[config.mk]
export PLATFORM = sky130hd
export DESIGN_NAME = cifd_decoder
export DESIGN_NICKNAME = d
export VERILOG_FILES = /design/src/common/cifd_pkg.sv /design/src/hw/cifd_expand.sv /design/src/hw/cifd_decoder.sv
export SDC_FILE = /design/constraint.sdc
export NUM_CORES = 1
export LEC_CHECK = 0
export ABC_CLOCK_PERIOD_IN_PS = 1300
export BUFFER_PORTS_ARGS = -buffer_cell sky130_fd_sc_hd__buf_2
export CORE_AREA = 8 8 84 78
export CTS_CLUSTER_DIAMETER = 60
export CTS_CLUSTER_SIZE = 28
export DETAILED_ROUTE_END_ITERATION = 7
export DIE_AREA = 0 0 92 86
export GPL_TIMING_DRIVEN = 1
export PLACE_DENSITY = 0.79
export SLEW_MARGIN = 10
export SYNTH_ARGS = -nofsm -noshare
export SYNTH_HDL_FRONTEND = slang
export SYNTH_SLANG_ARGS = --single-unit
[constraint.sdc]
create_clock -name sys_clk -period 1.3 [get_ports sys_clk]
set_clock_uncertainty 0.05 [all_clocks]
set_input_delay 0.13 -clock sys_clk [delete_from_list [all_inputs] [get_ports sys_clk]]
set_output_delay 0.13 -clock sys_clk [all_outputs]
set_load 0.03 [all_outputs]
[src/common/cifd_pkg.sv]
package cifd_pkg;
  localparam int CIFD_HALF_W = 16;
  localparam int CIFD_NATIVE_W = 32;
  localparam int CIFD_REG_W = 3;
  localparam logic [3:0] CIFD_REGOFS_TOP = 4'h5;
  localparam int CIFD_REGOFS_BIT9 = 9;
  localparam int CIFD_REGOFS_LOAD_BIT = 11;
  localparam int CIFD_REGOFS_BYTE_BIT = 10;
  localparam logic [2:0] CIFD_IMMOFS_TOP = 3'h3;
  localparam int CIFD_IMMOFS_BYTE_BIT = 12;
  localparam int CIFD_IMMOFS_LOAD_BIT = 11;
  localparam int CIFD_IMM5_LSB = 6;
  localparam logic [7:0] CIFD_SPADJ_TOP = 8'hB0;
  localparam int CIFD_SPADJ_SIGN_BIT = 7;
  localparam logic [3:0] CIFD_LBL_TOP = 4'hF;
  localparam int CIFD_LBL_HALF_BIT = 11;
  localparam int CIFD_OFFSET_LSB = 3;
  localparam int CIFD_BASE_LSB = 3;
  localparam int CIFD_DEST_LSB = 0;
  localparam int CIFD_OFSREG_LSB = 6;
  typedef enum logic [2:0] {
    CIFD_FMT_NONE,
    CIFD_FMT_REG_OFS,
    CIFD_FMT_IMM_OFS,
    CIFD_FMT_SP_ADJ,
    CIFD_FMT_LONG_BL
  } cifd_format_type;
endpackage

[src/hw/cifd_expand.sv]
`timescale 1ns/1ps
`default_nettype none
module cifd_expand
  import cifd_pkg::*;
(
  input wire logic [15:0] half,
  input wire cifd_format_type fmt,
  output logic [31:0] native
);
  // minimal native image: fixed opcode skeletons with fields dropped in
  always_comb begin
    native = 32'h00000000;
    case (fmt)
      CIFD_FMT_REG_OFS: begin
        native = {4'hE, 3'h3, 1'h1, 1'h0, half[CIFD_REGOFS_BYTE_BIT], 1'h0,
                  half[CIFD_REGOFS_LOAD_BIT], 1'h0, half[5:3], 1'h0, half[2:0],
                  9'h000, half[8:6]};
      end
      CIFD_FMT_IMM_OFS: begin
        native = {4'hE, 3'h2, 1'h1, 1'h1, half[CIFD_IMMOFS_BYTE_BIT], 1'h0,
                  half[CIFD_IMMOFS_LOAD_BIT], 1'h0, half[5:3], 1'h0, half[2:0],
                  5'h00, half[10:6], 2'h0};
      end
      CIFD_FMT_SP_ADJ: begin
        native = {4'hE, 3'h1, half[CIFD_SPADJ_SIGN_BIT] ? 4'h2 : 4'h4,
                  1'h0, 4'hD, 4'hD, 4'hF, 1'h0, half[6:0]};
      end
      CIFD_FMT_LONG_BL: begin
        native = {4'hE, 3'h5, 1'h1, 12'h000, half[CIFD_LBL_HALF_BIT], half[10:0]};
      end
      default: begin
        native = 32'h00000000;
      end
    endcase
  end
endmodule // cifd_expand
`default_nettype wire

[src/hw/cifd_decoder.sv]
`timescale 1ns/1ps
`default_nettype none
module cifd_decoder
  import cifd_pkg::*;
(
  input wire logic sys_clk,
  input wire logic nrst,
  input wire logic half_valid,
  input wire logic [15:0] half_word,
  output logic out_valid,
  output cifd_format_type out_format,
  output logic out_load,
  output logic out_byte,
  output logic out_sp_negative,
  output logic out_second_half,
  output logic [2:0] offset_register_field,
  output logic [2:0] base_register_field,
  output logic [2:0] dest_register_field,
  output logic [4:0] five_bit_immediate_field,
  output logic [6:0] stack_adjust_magnitude,
  output logic [10:0] branch_offset_field,
  output logic [31:0] native_word
);
  // one match test per class, so priority lives only in classify
  function automatic logic is_reg_ofs(input logic [15:0] h);
    return (h[15:12] == CIFD_REGOFS_TOP) && !h[CIFD_REGOFS_BIT9];
  endfunction

  function automatic logic is_imm_ofs(input logic [15:0] h);
    return h[15:13] == CIFD_IMMOFS_TOP;
  endfunction

  // whole top byte compared: other codes share its upper nibble
  function automatic logic is_sp_adj(input logic [15:0] h);
    return h[15:8] == CIFD_SPADJ_TOP;
  endfunction

  function automatic logic is_long_bl(input logic [15:0] h);
    return h[15:12] == CIFD_LBL_TOP;
  endfunction

  function automatic cifd_format_type classify(input logic [15:0] h);
    cifd_format_type f;
    f = CIFD_FMT_NONE;
    if (is_reg_ofs(h)) begin
      f = CIFD_FMT_REG_OFS;
    end else if (is_imm_ofs(h)) begin
      f = CIFD_FMT_IMM_OFS;
    end else if (is_sp_adj(h)) begin
      f = CIFD_FMT_SP_ADJ;
    end else if (is_long_bl(h)) begin
      f = CIFD_FMT_LONG_BL;
    end
    return f;
  endfunction

  // base and dest sit at the same place in both load/store classes
  function automatic logic [2:0] base_of(input logic [15:0] h);
    return h[CIFD_BASE_LSB +: CIFD_REG_W];
  endfunction

  function automatic logic [2:0] dest_of(input logic [15:0] h);
    return h[CIFD_DEST_LSB +: CIFD_REG_W];
  endfunction

  function automatic logic [2:0] ofsreg_of(input logic [15:0] h);
    return h[CIFD_OFSREG_LSB +: CIFD_REG_W];
  endfunction

  function automatic logic [4:0] imm5_of(input logic [15:0] h);
    return h[CIFD_IMM5_LSB +: 5];
  endfunction

  function automatic logic [6:0] mag_of(input logic [15:0] h);
    return h[6:0];
  endfunction

  function automatic logic [10:0] branch_of(input logic [15:0] h);
    return h[10:0];
  endfunction

  cifd_format_type in_fmt;
  logic [31:0] in_native;
  // handshake group
  logic next_valid;
  cifd_format_type next_format;
  // field group
  logic next_load;
  logic next_byte;
  logic next_neg;
  logic next_second;
  logic [2:0] next_ofs;
  logic [2:0] next_base;
  logic [2:0] next_dest;
  logic [4:0] next_imm;
  logic [6:0] next_mag;
  logic [10:0] next_br;
  // expansion group
  logic [31:0] next_native;

  assign in_fmt = classify(half_word);

  cifd_expand u_expand (
    .half(half_word),
    .fmt(in_fmt),
    .native(in_native)
  );

  // no ready: every offered halfword is taken at the edge
  always_comb begin
    next_valid = half_valid;
    next_format = CIFD_FMT_NONE;
    if (half_valid) begin
      next_format = in_fmt;
    end
  end

  always_ff @(posedge sys_clk) begin
    if (!nrst) begin
      out_valid <= 1'b0;
      out_format <= CIFD_FMT_NONE;
    end else begin
      out_valid <= next_valid;
      out_format <= next_format;
    end
  end

  // a field is zero outside its own class, so nothing stale leaks onward
  always_comb begin
    next_load = 1'b0;
    next_byte = 1'b0;
    next_neg = 1'b0;
    next_second = 1'b0;
    next_ofs = 3'h0;
    next_base = 3'h0;
    next_dest = 3'h0;
    next_imm = 5'h00;
    next_mag = 7'h00;
    next_br = 11'h000;
    if (half_valid) begin
      case (in_fmt)
        CIFD_FMT_REG_OFS: begin
          next_load = half_word[CIFD_REGOFS_LOAD_BIT];
          next_byte = half_word[CIFD_REGOFS_BYTE_BIT];
          next_ofs = ofsreg_of(half_word);
          next_base = base_of(half_word);
          next_dest = dest_of(half_word);
        end
        CIFD_FMT_IMM_OFS: begin
          next_load = half_word[CIFD_IMMOFS_LOAD_BIT];
          next_byte = half_word[CIFD_IMMOFS_BYTE_BIT];
          next_imm = imm5_of(half_word);
          next_base = base_of(half_word);
          next_dest = dest_of(half_word);
        end
        CIFD_FMT_SP_ADJ: begin
          next_neg = half_word[CIFD_SPADJ_SIGN_BIT];
          next_mag = mag_of(half_word);
        end
        CIFD_FMT_LONG_BL: begin
          // halves are not paired here or in the native stage; each half expands alone
          next_second = half_word[CIFD_LBL_HALF_BIT];
          next_br = branch_of(half_word);
        end
        default: begin
          // unlisted formats pass with class none and empty fields
          next_load = 1'b0;
        end
      endcase
    end
  end

  always_ff @(posedge sys_clk) begin
    if (!nrst) begin
      out_load <= 1'b0;
      out_byte <= 1'b0;
      out_sp_negative <= 1'b0;
      out_second_half <= 1'b0;
      offset_register_field <= 3'h0;
      base_register_field <= 3'h0;
      dest_register_field <= 3'h0;
      five_bit_immediate_field <= 5'h00;
      stack_adjust_magnitude <= 7'h00;
      branch_offset_field <= 11'h000;
    end else begin
      out_load <= next_load;
      out_byte <= next_byte;
      out_sp_negative <= next_neg;
      out_second_half <= next_second;
      offset_register_field <= next_ofs;
      base_register_field <= next_base;
      dest_register_field <= next_dest;
      five_bit_immediate_field <= next_imm;
      stack_adjust_magnitude <= next_mag;
      branch_offset_field <= next_br;
    end
  end

  // native word is zero for idle cycles and unlisted formats
  always_comb begin
    next_native = 32'h00000000;
    if (half_valid) begin
      next_native = in_native;
    end
  end

  // one register stage so every output is a flop; latency fixed at one edge
  always_ff @(posedge sys_clk) begin
    if (!nrst) begin
      native_word <= 32'h00000000;
    end else begin
      native_word <= next_native;
    end
  end
endmodule // cifd_decoder
`default_nettype wire

## Word level (Yosys, flattened, before mapping)

Index checks and enable logic that the tools add are counted.

- Magnitude comparators: 0
- Add/sub/neg operators: 0
- Div/mod/pow operators: 0
- Multiply operators: 0
- Equality and inequality tests: 8
- Multiplexer cells: 7
- Reduce and logical (&&, ||, !) cells: 9
- Bitwise operators: 0
- Shift operators: 0

Operators by type and width:

| operator | number |
|---|---|
| 32-bit one-hot mux with 4 select lines | 1 |
| 3-bit 2-to-1 mux | 5 |
| 3-bit AND reduction | 5 |
| 3-bit by 2-bit equality test with 1-bit output (second input constant) | 3 |
| 8-bit equality test (second input constant) | 1 |
| 4-bit by 3-bit equality test with 1-bit output (second input constant) | 1 |
| 4-bit equality test (second input constant) | 1 |
| 3-bit by 1-bit equality test with 1-bit output (second input constant) | 1 |
| 3-bit equality test (second input constant) | 1 |
| 1-bit one-hot mux with 2 select lines | 1 |
| 2-bit AND reduction | 1 |
| 2-bit OR reduction | 1 |
| 1-bit logical AND | 1 |
| 1-bit logical NOT | 1 |

- Memories: 0
- Bits in writable memories: 0
- Memory bits (read-only): 0
- Latch bits: 0
- Word-level logic and storage cells: 37
- Register bits: 72

## Logic depth before layout (Yosys ltp)

- Depth in word-level cells: 8
- Mapped depth: 5
- Depth with buffers taken out: 4

## Modules after synthesis

Synthesis repeated with hierarchy kept, for this count alone.

- Cells, all modules: 238
- Area, all modules: 2588.7 µm²

By module, submodules not included:

| module | times used | cells an instance | area each (µm²) |
|---|---|---|---|
| cifd_decoder | 1 | 169 | 2058.2 |
| cifd_expand | 1 | 69 | 530.5 |

## Worst setup path after synthesis

No wires, ideal clock.

- Kind: in2reg
- From: input port half_word[9]
- To: register native_word[22]
- Required time: 1.178 ns
- Arrival time: 1.243 ns
- Stages on the path: 3
- Slack: -0.065 ns
- Cell sequence: or4_4 > a211oi_4 > a2bb2oi_1

- Longest elaborated chain between the ends: 6

Ends and longest elaborated chain:

| element | RTL line | source |
|---|---|---|
| start, declared | cifd_decoder.sv:9 | `input wire logic [15:0] half_word,` |
| 8-bit equality test | cifd_decoder.sv:35 | `return h[15:8] == CIFD_SPADJ_TOP;` |
| 3-bit 2-to-1 mux | cifd_decoder.sv:49 | `end else if (is_sp_adj(h)) begin` |
| 3-bit 2-to-1 mux | cifd_decoder.sv:47 | `end else if (is_imm_ofs(h)) begin` |
| 3-bit 2-to-1 mux (*) | cifd_decoder.sv:45 | `if (is_reg_ofs(h)) begin` |
| 3-bit equality test, or another cell as far along | cifd_expand.sv:13 | `case (fmt)` |
| 32-bit one-hot mux with 4 select lines (*) | cifd_expand.sv:13 |  |
| end signal, assigned | cifd_decoder.sv:212 | `native_word <= next_native;` |
| end, declared | cifd_decoder.sv:22 | `output logic [31:0] native_word` |

Every way passes the cells marked *; elsewhere a longest branch is shown, timed or not.
A chain may end at the register's enable or synchronous reset.

## Worst setup path in the final report

Ends and elaborated chain as after synthesis.

==> out/summary.txt <==
ANT nets after route - 0
First-pass GRT wire length - 8320 um
1st-iter DRT viols - 34
CTS clock-pin slew for the worst setup and hold paths - 0.07 ns
Layout cells sized above 1 - 46.3%
Post-synthesis register bit count - 67
Post-DR vias/cell - 4.55
Vias in the first global route - 1,657
Slowest cell delay on critical path - 0.58 ns
Initial antenna violation count - 0
Final Worst Setup Slack - 0.0696 ns
# H-tree levels - 3
Mapped Cells - 168
CP Launch Type - input port
Power per cell area - 1400 nW/um^2
Tcrit/Tclk final - 94.6%
DRC viols - 0
Final Net Count - 297
Synth area leader - dfxtp_1
Area growth, synth to finish - 42.8%
LEAKAGE - 1.60 nW
Final WL - 5410 um
# clock sinks - 67
Setup repair bufs after CTS - 0
Synth Warn # - 0
Share of the synthesized area in the top cell type - 65.8%
Final Wtd Congestion - 0.880
Synth Area per Inst - 12.1 um^2
Grt ovf - 0
Ant diodes - 0
IO buf count - 88
Status - completed
Top post-synthesis cells by area - dfxtp_1 (66%), and2_1 (9.5%), a21o_1 (4.0%), and3_1 (2.5%), buf_4 (1.8%)
Max Cap Viol - 0
Commonest non-fill, non-tap cell in the layout - buf_2
Filler cells - 455
Final setup viols - 0
Sequential fraction of the synthesis area - 65.8%
Overall power - 4.08 mW
Setup WS pre-CTS - -0.243 ns
Core ar. - 5130 um^2
WL per Instance - 15.5 um
GRT Total Usage - 13.5%
Peak VDD IR - 0.711 mV
Worst setup path class - input port to flip-flop
Post-synth ARST share - 0%
Slowest cell on the critical path - or4_4
Total Neg Setup Slack - 0 ns
Synthesized cell area - 2040 um^2
F_max - 813 MHz
DRT Pass-1 Iters - 4
Number of max-slew violations in the final report - 0
TritonCTS Buffers - 9
Die Span X - 92 um
RSZ-0062 raised after global routing - false
Num ports - 91
Final min period - 1.23 ns
Commonest cells after routing, fill and taps aside - buf_2 (88), dfxtp_1 (67), and2_1 (31)
CTS root buf - clkbuf_8
Row count - 25
CP required - 1.50 ns
CP Capture Type - flip-flop
Maximum clock insertion buffer count - 2
Critical-path maximum fanout - 10
Die Y-Extent - 86 um
Starting Density - 39.8%
Post-synthesis cell type count - 38
Final Hold Fails - 0
DIE AREA - 7910 um^2
Via count - 1,594
Worst-path cell chain - buf_2 -> or4_4 -> a211oi_4 -> buf_4 -> a2bb2oi_1
Post-DP HPWL - 3980 um
CTS tree - built
Post-synth EDFFs - 0
Largest net degree at the start of global routing - 20
Hold Slack - 0.0204 ns
Worst path arrival time - 1.43 ns
Hold Path Class - input port to flip-flop
Most used flip-flop cell after synthesis - dfxtp_1
## area by class of cell
| class | count | area, um^2 | share of cell area [%] |
|---|---|---|---|
| flip-flops and latches | 67 | 1340 | 46.0 |
| multi-input cells | 89 | 643 | 22.1 |
| repair buffers | 108 | 627 | 21.5 |
| clock buffers | 15 | 176 | 6.06 |
| well taps | 67 | 83.8 | 2.88 |
| clock inverters | 1 | 30.0 | 1.03 |
| inverters | 3 | 11.3 | 0.387 |
## sequential cells by signal (all words and copies together), names as in the netlist
name and count:
native_word 27, branch_offset_field 11, stack_adjust_magnitude 7, five_bit_immediate_field 5, base_register_field 3, dest_register_field 3, offset_register_field 3, out_format 3
out_byte 1, out_load 1, out_second_half 1, out_sp_negative 1, out_valid 1
## critical path: cells and delay by family
kind	cells	cell delay, ns
simple gates	1	0.58
buf+inv	2	0.31
compound gates	2	0.40
## power breakdown
part | internal [mW] | switching (mW)
combinational | 0.0871 | 0.157
sequential | 2.07 | 0.00447
clock | 1.05 | 0.707
total | 3.21 | 0.869
## cells by family after synthesis
kind of cell / share of synthesized area (%)
DFF: 65.8
and+or+nand+nor: 19.9
AOI/OAI and AO/OA: 10.3
buffers and inverters: 3.80
other: 0.184
## synth_stat cells (2+ instances only)
master,count
and3b_1,2
buf_4,5
a21oi_1,3
nand2_1,2
a21o_1,11
and2_1,31
a2bb2oi_1,2
and3_1,8
dfxtp_1,67
o21ai_0,2
inv_1,3
nor4_1,2
nor2_1,2
clkbuf_1,2
buf_2,2
a32o_2,2
## stage by stage
step	area (um^2)	cells	utilization (%)
6_report	2910	350	56.8
5_1_grt	2910	350	56.8
4_1_cts	2890	349	56.3
3_5_place_dp	2650	330	51.7
3_3_place_gp	2650	330	51.7
2_1_floorplan	2040	169	-
## worst paths after layout
path	from	end	slack (ns)	cells after the start
max	half_word[9]	native_word[22]	0.07	5
min	half_word[0]	native_word[12]	0.02	2
## routing by layer
layer	vias up	share of wire (%)	track usage (%)
met5	-	0	0
li1	781	-	-
met4	0	1.3	6.43
met1	731	43	14.9
met3	7	9.0	6.28
met2	75	47	21.7
## what timing repair did
item	CTS	global route
gates resized for setup	0	1
hold endpoints to repair	7	0
hold buffers	3	0
setup endpoints to repair	0	1
(Power assumes the default switching activity.)
